## config.mk

```make
export PLATFORM = sky130hd
export DESIGN_NAME = pirqf_bank
export DESIGN_NICKNAME = d
export VERILOG_FILES = /design/src/rtl/pirqf_pkg.sv /design/src/rtl/pirqf_flag_reg.sv /design/src/rtl/pirqf_wb_slave.sv /design/src/rtl/pirqf_bank.sv
export SDC_FILE = /design/constraint.sdc
export NUM_CORES = 1
export LEC_CHECK = 0
export BUFFER_PORTS_ARGS = -buffer_cell sky130_fd_sc_hd__buf_2
export CELL_PAD_IN_SITES_DETAIL_PLACEMENT = 0
export CELL_PAD_IN_SITES_GLOBAL_PLACEMENT = 2
export CORE_ASPECT_RATIO = 1.25
export CORE_MARGIN = 5
export CORE_UTILIZATION = 27
export DETAILED_ROUTE_END_ITERATION = 6
export PLACE_DENSITY_LB_ADDON = 0.1
export SLEW_MARGIN = 20
export SYNTH_ARGS = -nofsm -noshare
export SYNTH_HDL_FRONTEND = slang
export SYNTH_HIERARCHICAL = 1
export SYNTH_SLANG_ARGS = --single-unit
```

## constraint.sdc

```tcl
create_clock -name core_clk -period 1.5 [get_ports core_clk]
set_input_delay 0.15 -clock core_clk [delete_from_list [all_inputs] [get_ports core_clk]]
set_output_delay 0.15 -clock core_clk [all_outputs]
set_load 0.01 [all_outputs]
```

## src/rtl/pirqf_pkg.sv

```systemverilog
package pirqf_pkg;

  // ==========================================================================
  // Register map, word aligned byte addresses
  localparam logic [7:0] ADDR_FLAGS_A   = 8'h00;
  localparam logic [7:0] ADDR_FLAGS_B   = 8'h04;
  localparam logic [7:0] ADDR_FLAGS_C   = 8'h08;
  localparam logic [7:0] ADDR_ENABLES_A = 8'h0c;
  localparam logic [7:0] ADDR_ENABLES_B = 8'h10;
  localparam logic [7:0] ADDR_ENABLES_C = 8'h14;
  localparam logic [7:0] ADDR_CORE_CTRL = 8'h18;
  localparam logic [7:0] ADDR_STATUS    = 8'h1c;
  localparam logic [7:0] ADDR_CLEAR     = 8'h20;
  localparam logic [7:0] ADDR_IRQ_EN    = 8'h24;

  // ==========================================================================
  // Implemented flag positions
  localparam logic [7:0] IMPL_MASK_A = 8'hff;
  localparam logic [7:0] IMPL_MASK_B = 8'hfd;
  localparam logic [7:0] IMPL_MASK_C = 8'h7a;
  // Software-writable positions; serial rx and tx are read-only
  localparam logic [7:0] WR_MASK_A   = 8'hcf;
  localparam logic [7:0] WR_MASK_B   = 8'hfd;
  localparam logic [7:0] WR_MASK_C   = 8'h7a;

  // ==========================================================================
  // Field positions
  localparam int BIT_TIMER1_GATE   = 7;
  localparam int BIT_ADC_DONE      = 6;
  localparam int BIT_SERIAL_RX     = 5;
  localparam int BIT_SERIAL_TX     = 4;
  localparam int BIT_SYNC_SERIAL   = 3;
  localparam int BIT_CAPCOMP1      = 2;
  localparam int BIT_TIMER2_MATCH  = 1;
  localparam int BIT_TIMER1_OVF    = 0;
  localparam int BIT_OSC_FAIL      = 7;
  localparam int BIT_COMPARATOR2   = 6;
  localparam int BIT_COMPARATOR1   = 5;
  localparam int BIT_EEPROM_DONE   = 4;
  localparam int BIT_BUS_COLLISION = 3;
  localparam int BIT_LCD_EVENT     = 2;
  localparam int BIT_CAPCOMP2      = 0;
  localparam int BIT_CAPCOMP5      = 6;
  localparam int BIT_CAPCOMP4      = 5;
  localparam int BIT_CAPCOMP3      = 4;
  localparam int BIT_TIMER6_MATCH  = 3;
  localparam int BIT_TIMER4_MATCH  = 1;
  localparam int BIT_GLOBAL_GATE   = 7;
  localparam int BIT_PERIPH_GATE   = 6;

  // ==========================================================================
  // Reset values
  localparam logic [7:0] RST_FLAGS   = 8'h00;
  localparam logic [7:0] RST_ENABLES = 8'h00;
  localparam logic [7:0] RST_CTRL    = 8'h00;
  localparam logic [2:0] RST_STATUS  = 3'h0;

endpackage : pirqf_pkg

```

## src/rtl/pirqf_flag_reg.sv

```systemverilog
`timescale 1ns/10ps

module pirqf_flag_reg #(
  parameter logic [7:0] IMPL_MASK = 8'hff,
  parameter logic [7:0] WR_MASK   = 8'hff
) (
  input  wire logic       core_clk,
  input  wire logic       sys_rst,
  input  wire logic [7:0] set_evt,
  input  wire logic       wr_en,
  input  wire logic [7:0] wr_data,
  output logic      [7:0] flags_ff
);

  logic [7:0] nxt_flags;

  // ==========================================================================
  // Per-bit flag update
  for (genvar i = 0; i < 8; i++)
  begin : g_bit
    always_comb
    begin
      nxt_flags[i] = flags_ff[i];
      if (wr_en && WR_MASK[i])
      begin
        nxt_flags[i] = wr_data[i];
      end
      if (set_evt[i])
      begin
        nxt_flags[i] = 1'b1;
      end
      if (!IMPL_MASK[i])
      begin
        nxt_flags[i] = 1'b0;
      end
    end
  end

  always_ff @(posedge core_clk)
  begin
    if (sys_rst)
    begin
      flags_ff <= pirqf_pkg::RST_FLAGS;
    end
    else
    begin
      flags_ff <= nxt_flags;
    end
  end

endmodule : pirqf_flag_reg

```

## src/rtl/pirqf_wb_slave.sv

```systemverilog
`timescale 1ns/10ps

module pirqf_wb_slave (
  input  wire logic       core_clk,
  input  wire logic       sys_rst,
  input  wire logic       wb_cyc_i,
  input  wire logic       wb_stb_i,
  input  wire logic       wb_we_i,
  input  wire logic [0:0] wb_sel_i,
  output logic            wb_ack_o,
  output logic            acc_wr,
  output logic            acc_rd
);

  logic ack_ff;

  // ==========================================================================
  // One registered answer, ack high the cycle after the request; ack low the cycle after to frame each access
  always_ff @(posedge core_clk)
  begin
    if (sys_rst)
    begin
      ack_ff <= 1'b0;
    end
    else
    begin
      ack_ff <= wb_cyc_i && wb_stb_i && !ack_ff;
    end
  end

  assign wb_ack_o = ack_ff;
  assign acc_wr   = ack_ff && wb_cyc_i && wb_stb_i && wb_we_i && wb_sel_i[0];
  assign acc_rd   = wb_cyc_i && wb_stb_i && !wb_we_i;

endmodule : pirqf_wb_slave

```

## src/rtl/pirqf_bank.sv

```systemverilog
`timescale 1ns/10ps

// What this block does
// - Flag reads 1 pending, 0 otherwise
// - Events set flags regardless of enables
// - All flags reset to zero
// - Serial rx/tx flags read-only, others writable
// - First register bit map, timers through serial
// - Second register map, bit 1 unimplemented
// - Third register map, bits 7,2,0 unimplemented
// - Forward periph_irq_req only with peripheral gate set; irq is not gated by it
module pirqf_bank (
  input  wire logic        core_clk,
  input  wire logic        sys_rst,
  input  wire logic        wb_cyc_i,
  input  wire logic        wb_stb_i,
  input  wire logic        wb_we_i,
  input  wire logic [7:0]  wb_adr_i,
  input  wire logic [3:0]  wb_sel_i,
  input  wire logic [31:0] wb_dat_i,
  output logic      [31:0] wb_dat_o,
  output logic             wb_ack_o,
  input  wire logic [7:0]  periph_evt_a,
  input  wire logic [7:0]  periph_evt_b,
  input  wire logic [7:0]  periph_evt_c,
  output logic             periph_irq_req,
  output logic             irq
);

  logic [7:0]  periph_req_flags_a;
  logic [7:0]  periph_req_flags_b;
  logic [7:0]  periph_req_flags_c;
  logic [7:0]  periph_irq_enables_a_ff;
  logic [7:0]  periph_irq_enables_b_ff;
  logic [7:0]  periph_irq_enables_c_ff;
  logic [7:0]  core_irq_control_ff;
  logic [2:0]  irq_status_ff;
  logic [2:0]  irq_enable_ff;
  logic [2:0]  nxt_irq_status;
  logic [2:0]  rise_evt;
  logic [2:0]  pend_any;
  logic [2:0]  pend_any_ff;
  logic [31:0] nxt_dat;
  logic [31:0] dat_ff;
  logic        acc_wr;
  logic        acc_rd;
  logic        wr_flags_a;
  logic        wr_flags_b;
  logic        wr_flags_c;
  logic        wr_enables_a;
  logic        wr_enables_b;
  logic        wr_enables_c;
  logic        wr_core_ctrl;
  logic        wr_clear;
  logic        wr_irq_en;
  logic        timer1_gate_flag;
  logic        adc_done_flag;
  logic        serial_rx_flag;
  logic        serial_tx_flag;
  logic        sync_serial_flag;
  logic        capcomp1_flag;
  logic        timer2_match_flag;
  logic        timer1_overflow_flag;
  logic        osc_fail_flag;
  logic        comparator2_flag;
  logic        comparator1_flag;
  logic        eeprom_write_done_flag;
  logic        bus_collision_flag;
  logic        lcd_event_flag;
  logic        capcomp2_flag;
  logic        capcomp5_flag;
  logic        capcomp4_flag;
  logic        capcomp3_flag;
  logic        timer6_match_flag;
  logic        timer4_match_flag;

  // ==========================================================================
  // Bus slave
  pirqf_wb_slave u_wb (
    .core_clk (core_clk),
    .sys_rst  (sys_rst),
    .wb_cyc_i (wb_cyc_i),
    .wb_stb_i (wb_stb_i),
    .wb_we_i  (wb_we_i),
    .wb_sel_i (wb_sel_i[0:0]),
    .wb_ack_o (wb_ack_o),
    .acc_wr   (acc_wr),
    .acc_rd   (acc_rd)
  );

  assign wr_flags_a = acc_wr && (wb_adr_i == pirqf_pkg::ADDR_FLAGS_A);
  assign wr_flags_b = acc_wr && (wb_adr_i == pirqf_pkg::ADDR_FLAGS_B);
  assign wr_flags_c = acc_wr && (wb_adr_i == pirqf_pkg::ADDR_FLAGS_C);

  // ==========================================================================
  // Request flag registers
  pirqf_flag_reg #(
    .IMPL_MASK (pirqf_pkg::IMPL_MASK_A),
    .WR_MASK   (pirqf_pkg::WR_MASK_A)
  ) u_flags_a (
    .core_clk (core_clk),
    .sys_rst  (sys_rst),
    .set_evt  (periph_evt_a),
    .wr_en    (wr_flags_a),
    .wr_data  (wb_dat_i[7:0]),
    .flags_ff (periph_req_flags_a)
  );

  pirqf_flag_reg #(
    .IMPL_MASK (pirqf_pkg::IMPL_MASK_B),
    .WR_MASK   (pirqf_pkg::WR_MASK_B)
  ) u_flags_b (
    .core_clk (core_clk),
    .sys_rst  (sys_rst),
    .set_evt  (periph_evt_b),
    .wr_en    (wr_flags_b),
    .wr_data  (wb_dat_i[7:0]),
    .flags_ff (periph_req_flags_b)
  );

  pirqf_flag_reg #(
    .IMPL_MASK (pirqf_pkg::IMPL_MASK_C),
    .WR_MASK   (pirqf_pkg::WR_MASK_C)
  ) u_flags_c (
    .core_clk (core_clk),
    .sys_rst  (sys_rst),
    .set_evt  (periph_evt_c),
    .wr_en    (wr_flags_c),
    .wr_data  (wb_dat_i[7:0]),
    .flags_ff (periph_req_flags_c)
  );

  // ==========================================================================
  // Named flags, one per peripheral source
  assign timer1_gate_flag       = periph_req_flags_a[pirqf_pkg::BIT_TIMER1_GATE];
  assign adc_done_flag          = periph_req_flags_a[pirqf_pkg::BIT_ADC_DONE];
  assign serial_rx_flag         = periph_req_flags_a[pirqf_pkg::BIT_SERIAL_RX];
  assign serial_tx_flag         = periph_req_flags_a[pirqf_pkg::BIT_SERIAL_TX];
  assign sync_serial_flag       = periph_req_flags_a[pirqf_pkg::BIT_SYNC_SERIAL];
  assign capcomp1_flag          = periph_req_flags_a[pirqf_pkg::BIT_CAPCOMP1];
  assign timer2_match_flag      = periph_req_flags_a[pirqf_pkg::BIT_TIMER2_MATCH];
  assign timer1_overflow_flag   = periph_req_flags_a[pirqf_pkg::BIT_TIMER1_OVF];
  assign osc_fail_flag          = periph_req_flags_b[pirqf_pkg::BIT_OSC_FAIL];
  assign comparator2_flag       = periph_req_flags_b[pirqf_pkg::BIT_COMPARATOR2];
  assign comparator1_flag       = periph_req_flags_b[pirqf_pkg::BIT_COMPARATOR1];
  assign eeprom_write_done_flag = periph_req_flags_b[pirqf_pkg::BIT_EEPROM_DONE];
  assign bus_collision_flag     = periph_req_flags_b[pirqf_pkg::BIT_BUS_COLLISION];
  assign lcd_event_flag         = periph_req_flags_b[pirqf_pkg::BIT_LCD_EVENT];
  assign capcomp2_flag          = periph_req_flags_b[pirqf_pkg::BIT_CAPCOMP2];
  assign capcomp5_flag          = periph_req_flags_c[pirqf_pkg::BIT_CAPCOMP5];
  assign capcomp4_flag          = periph_req_flags_c[pirqf_pkg::BIT_CAPCOMP4];
  assign capcomp3_flag          = periph_req_flags_c[pirqf_pkg::BIT_CAPCOMP3];
  assign timer6_match_flag      = periph_req_flags_c[pirqf_pkg::BIT_TIMER6_MATCH];
  assign timer4_match_flag      = periph_req_flags_c[pirqf_pkg::BIT_TIMER4_MATCH];

  // ==========================================================================
  // Write strobes, only on the ack cycle so each write lands once
  assign wr_enables_a = acc_wr && (wb_adr_i == pirqf_pkg::ADDR_ENABLES_A);
  assign wr_enables_b = acc_wr && (wb_adr_i == pirqf_pkg::ADDR_ENABLES_B);
  assign wr_enables_c = acc_wr && (wb_adr_i == pirqf_pkg::ADDR_ENABLES_C);
  assign wr_core_ctrl = acc_wr && (wb_adr_i == pirqf_pkg::ADDR_CORE_CTRL);
  assign wr_clear     = acc_wr && (wb_adr_i == pirqf_pkg::ADDR_CLEAR);
  assign wr_irq_en    = acc_wr && (wb_adr_i == pirqf_pkg::ADDR_IRQ_EN);

  // ==========================================================================
  // Enable registers, unimplemented bits held at zero
  always_ff @(posedge core_clk)
  begin
    if (sys_rst)
    begin
      periph_irq_enables_a_ff <= pirqf_pkg::RST_ENABLES;
    end
    else if (wr_enables_a)
    begin
      periph_irq_enables_a_ff <= wb_dat_i[7:0] & pirqf_pkg::IMPL_MASK_A;
    end
  end

  always_ff @(posedge core_clk)
  begin
    if (sys_rst)
    begin
      periph_irq_enables_b_ff <= pirqf_pkg::RST_ENABLES;
    end
    else if (wr_enables_b)
    begin
      periph_irq_enables_b_ff <= wb_dat_i[7:0] & pirqf_pkg::IMPL_MASK_B;
    end
  end

  always_ff @(posedge core_clk)
  begin
    if (sys_rst)
    begin
      periph_irq_enables_c_ff <= pirqf_pkg::RST_ENABLES;
    end
    else if (wr_enables_c)
    begin
      periph_irq_enables_c_ff <= wb_dat_i[7:0] & pirqf_pkg::IMPL_MASK_C;
    end
  end

  // ==========================================================================
  // Core control; global gate stored only, the core applies it
  always_ff @(posedge core_clk)
  begin
    if (sys_rst)
    begin
      core_irq_control_ff <= pirqf_pkg::RST_CTRL;
    end
    else if (wr_core_ctrl)
    begin
      core_irq_control_ff <= wb_dat_i[7:0];
    end
  end

  // ==========================================================================
  // Request to the core; the global gate is the core's to apply
  assign pend_any[0] = |(periph_req_flags_a & periph_irq_enables_a_ff);
  assign pend_any[1] = |(periph_req_flags_b & periph_irq_enables_b_ff);
  assign pend_any[2] = |(periph_req_flags_c & periph_irq_enables_c_ff);

  assign periph_irq_req = core_irq_control_ff[pirqf_pkg::BIT_PERIPH_GATE]
                          && (|pend_any);

  // ==========================================================================
  // Sticky status: one bit per register, set when its enabled requests rise from none to any
  always_ff @(posedge core_clk)
  begin
    if (sys_rst)
    begin
      pend_any_ff <= 3'h0;
    end
    else
    begin
      pend_any_ff <= pend_any;
    end
  end

  assign rise_evt = pend_any & ~pend_any_ff;

  always_comb
  begin
    nxt_irq_status = irq_status_ff;
    if (wr_clear)
    begin
      nxt_irq_status = nxt_irq_status & ~wb_dat_i[2:0];
    end
    nxt_irq_status = nxt_irq_status | rise_evt;
  end

  always_ff @(posedge core_clk)
  begin
    if (sys_rst)
    begin
      irq_status_ff <= pirqf_pkg::RST_STATUS;
    end
    else
    begin
      irq_status_ff <= nxt_irq_status;
    end
  end

  always_ff @(posedge core_clk)
  begin
    if (sys_rst)
    begin
      irq_enable_ff <= pirqf_pkg::RST_STATUS;
    end
    else if (wr_irq_en)
    begin
      irq_enable_ff <= wb_dat_i[2:0];
    end
  end

  assign irq = |(irq_status_ff & irq_enable_ff);

  // ==========================================================================
  // Read data, registered so it lands with ack
  always_comb
  begin
    nxt_dat = 32'h0000_0000;
    unique case (wb_adr_i)
      pirqf_pkg::ADDR_FLAGS_A:
      begin
        nxt_dat[7:0] = {timer1_gate_flag, adc_done_flag, serial_rx_flag, serial_tx_flag,
                        sync_serial_flag, capcomp1_flag, timer2_match_flag,
                        timer1_overflow_flag};
      end
      pirqf_pkg::ADDR_FLAGS_B:
      begin
        nxt_dat[7:0] = {osc_fail_flag, comparator2_flag, comparator1_flag, eeprom_write_done_flag,
                        bus_collision_flag, lcd_event_flag, 1'b0, capcomp2_flag};
      end
      pirqf_pkg::ADDR_FLAGS_C:
      begin
        nxt_dat[7:0] = {1'b0, capcomp5_flag, capcomp4_flag, capcomp3_flag, timer6_match_flag,
                        1'b0, timer4_match_flag, 1'b0};
      end
      pirqf_pkg::ADDR_ENABLES_A:
      begin
        nxt_dat[7:0] = periph_irq_enables_a_ff;
      end
      pirqf_pkg::ADDR_ENABLES_B:
      begin
        nxt_dat[7:0] = periph_irq_enables_b_ff;
      end
      pirqf_pkg::ADDR_ENABLES_C:
      begin
        nxt_dat[7:0] = periph_irq_enables_c_ff;
      end
      pirqf_pkg::ADDR_CORE_CTRL:
      begin
        nxt_dat[7:0] = core_irq_control_ff;
      end
      pirqf_pkg::ADDR_STATUS:
      begin
        nxt_dat[2:0] = irq_status_ff;
      end
      pirqf_pkg::ADDR_IRQ_EN:
      begin
        nxt_dat[2:0] = irq_enable_ff;
      end
      default:
      begin
        nxt_dat = 32'h0000_0000;
      end
    endcase
  end

  always_ff @(posedge core_clk)
  begin
    if (sys_rst)
    begin
      dat_ff <= 32'h0000_0000;
    end
    else if (acc_rd)
    begin
      dat_ff <= nxt_dat;
    end
  end

  assign wb_dat_o = dat_ff;

endmodule : pirqf_bank

```

==> metrics.cfg <==
[drt]
route.vias.total = 3011
avgRoutedWirePerCell_um = 17.4
final_antenna_net_count = 0
drc = 0
detailedRoute.firstIterationViolations = 121
firstDrtPassIters = 4
drt-total-wl_mm = 11.2
avgViaCountPerCell = 4.66

[pwr]
sequentialPowerShare_pct = 42.5
power.leakage_nw = 1.97
switching_power_mw = 1.02
comb_power_share_pct = 9.6
power.switching_fraction_pct = 23.8
internal_power_mw = 3.29
power_density_nw_per_um2 = 937
clock_power_share_pct = 47.9
vdd_drop_max_mv = 0.366

[clock_tree]
clockBufferDepth = 2
cts_tree = yes
cts_htree_levels = 3
clockRootBuffer = sky130_fd_sc_hd__clkbuf_16
insertion_delay_ns = 0.33
clk_pin_slew_ns = 0.06
cts_inserted_buffers = 9
clock_sink_count = 66
cts_hold_buffers = 0

[die]
fp-row-count = 45
die_outline_width_um = 110
core_region_area_um2 = 12300
fp.dieArea_um2 = 15000
num_io_pins = 108
initial_util_pct = 27.7
die_y_um = 136

[timing]
normalized_max_slew_margin_pct = 62.7
hold_violations = 0
skew_ns = 0.00500
rsz0062_at_grt = true
fin_worst_hold_slack_ns = 0.0242
achievable-frequency_mhz = 582
timing.final.crit_share_pct = 115
setup-violations-final = 2
max_slew.worst_pin.slew_ns = 0.560
timing.final.ws_setup_ns = -0.219
fin_crit_ns = 1.72
tns_ns = -0.304
final-max-slew-violation-count = 0

[critical_path]
worst-r2r-setup-slack_ns = -0.09
cp_data_arrival_time_ns = 1.57
timing.critical_path.from = periph_irq_enables_c_ff[3]
timing.critical_path.required_ns = 1.35
criticalPathCategory = reg -> out
critPathLaunchType = flop
cp_cell_sequence = a222oi_1 -> and3_4 -> a31oi_4 -> buf_2
r2r-start = periph_irq_enables_c_ff[3]
cp_slowest_stage_delay_ns = 0.40
timing.critical_path.slowest_stage_cell = sky130_fd_sc_hd__a222oi_1
element_type_at_the_critical_path_end = output port
critPathMaxFanout = 2

[status]
outcome = finished, violations left
violations = setup timing

[logic_synthesis]
synth.avg_cell_area_um2 = 9.05
synth.cell_area_um2 = 3400
synthesis.yosys.warnings = 6
postSynthCellCount = 376

[min_path]
hp-class = in -> reg
hp-start = periph_evt_a[4]

[global_route]
grt_pass1_vias = 2980
grt.overflow.total = 0
grt_start_max_net_pins = 48
grt_antenna_before_repair = 0
grt_first_pass_wirelength_mm = 17.4
grtUsageTotal_pct = 15.1

[layout]
syn2layout_area_growth_pct = 35.2
final_net_count = 551
antennaDiodeCount = 0
drive_gt1_share_pct = 35.1

[placed_design]
dp_hpwl_mm = 8.63
globalplace.congestion = 0.739
io_buffer_count = 52

[flow_run]
max_cap_violation_count = 0

final timing paths:
| kind | cells after the start | endpoint |
|---|---|---|
| min | 3 | u_flags_a/flags_ff[4] |
| min reg2reg | 2 | wb_dat_o[4] |
| max reg2reg | 7 | irq_status_ff[2] |
| max | 4 | periph_irq_req |
layout make-up:
type                            count  area (um^2)
Fill cell                        1331         7670
Inverter                           21         78.8
Clock inverter                      3         40.0
Timing Repair Buffer              114          802
Multi-Input combinational cell    266         1900
Clock buffer                       12          246
Tap cell                          164          205
Sequential cell                    66         1330
power groups by stage:
stage / Sequential (mW) / Combinational (mW) / Clock, mW
final: 1.83 / 0.414 / 2.06
after global routing: 1.84 / 0.456 / 2.21
after CTS: 1.83 / 0.414 / 2.12
after detailed placement: 1.87 / 0.412 / 0
after global placement: 1.87 / 0.410 / 0
after floorplan: 1.85 / 0.239 / 0
metal layers:
layer	track usage (%)	routed length (um)	vias to the layer above
li1	-	-	1514
met1	20.2	5300	1413
met2	24.5	5330	75
met3	3.08	468	9
met4	5.13	149	0
met5	0	0	-
cells in the final DEF (no fill, tap or decap), types with 9 or more instances in the layout:
cell                        instances
sky130_fd_sc_hd__buf_2             52
sky130_fd_sc_hd__dfxtp_1           62
sky130_fd_sc_hd__a21oi_1           27
sky130_fd_sc_hd__nand2_1           22
sky130_fd_sc_hd__conb_1            24
sky130_fd_sc_hd__buf_4             51
sky130_fd_sc_hd__mux2i_1           50
sky130_fd_sc_hd__inv_1             21
sky130_fd_sc_hd__nor2_1            40
sky130_fd_sc_hd__clkbuf_16          9
per-stage QoR:
stage	power (mW)	instance area, um^2	util, %	instances	setup WS, ns
final	4.31	4600	37.5	646	-0.219
after global routing	4.51	4600	37.5	646	-0.282
after CTS	4.37	4550	37.1	646	-0.263
after detailed placement	2.28	4200	34.2	628	-0.337
after global placement	2.28	4200	34.2	628	-0.333
after floorplan	2.09	3540	-	399	-0.161
worst max-delay path: cells and delay by family (launching register included):
family	cells	cell delay (ns)
flip-flops	1	0.32
buffers and inverters	1	0.15
AND/OR/NAND/NOR	1	0.27
AO/OA/AOI/OAI	2	0.50
sequential cells by signal (all words and copies together), names as in the netlist:
| signal | count |
|---|---|
| periph_irq_enables_c_ff | 5 |
| irq_enable_ff | 3 |
| periph_irq_enables_a_ff | 8 |
| u_flags_b/flags_ff | 7 |
| u_flags_c/flags_ff | 5 |
| periph_irq_enables_b_ff | 7 |
| irq_status_ff | 3 |
| u_wb/wb_ack_o | 1 |
| wb_dat_o | 8 |
| pend_any_ff | 3 |
| u_flags_a/flags_ff | 8 |
| core_irq_control_ff | 8 |
what timing repair did:
action | CTS | global route
buffers inserted | 3 | 0
endpoints found under the setup margin | 43 | 39
resized for setup | 14 | 13
pin swaps | 3 | 2
Power figures use the tool's default switching activity.
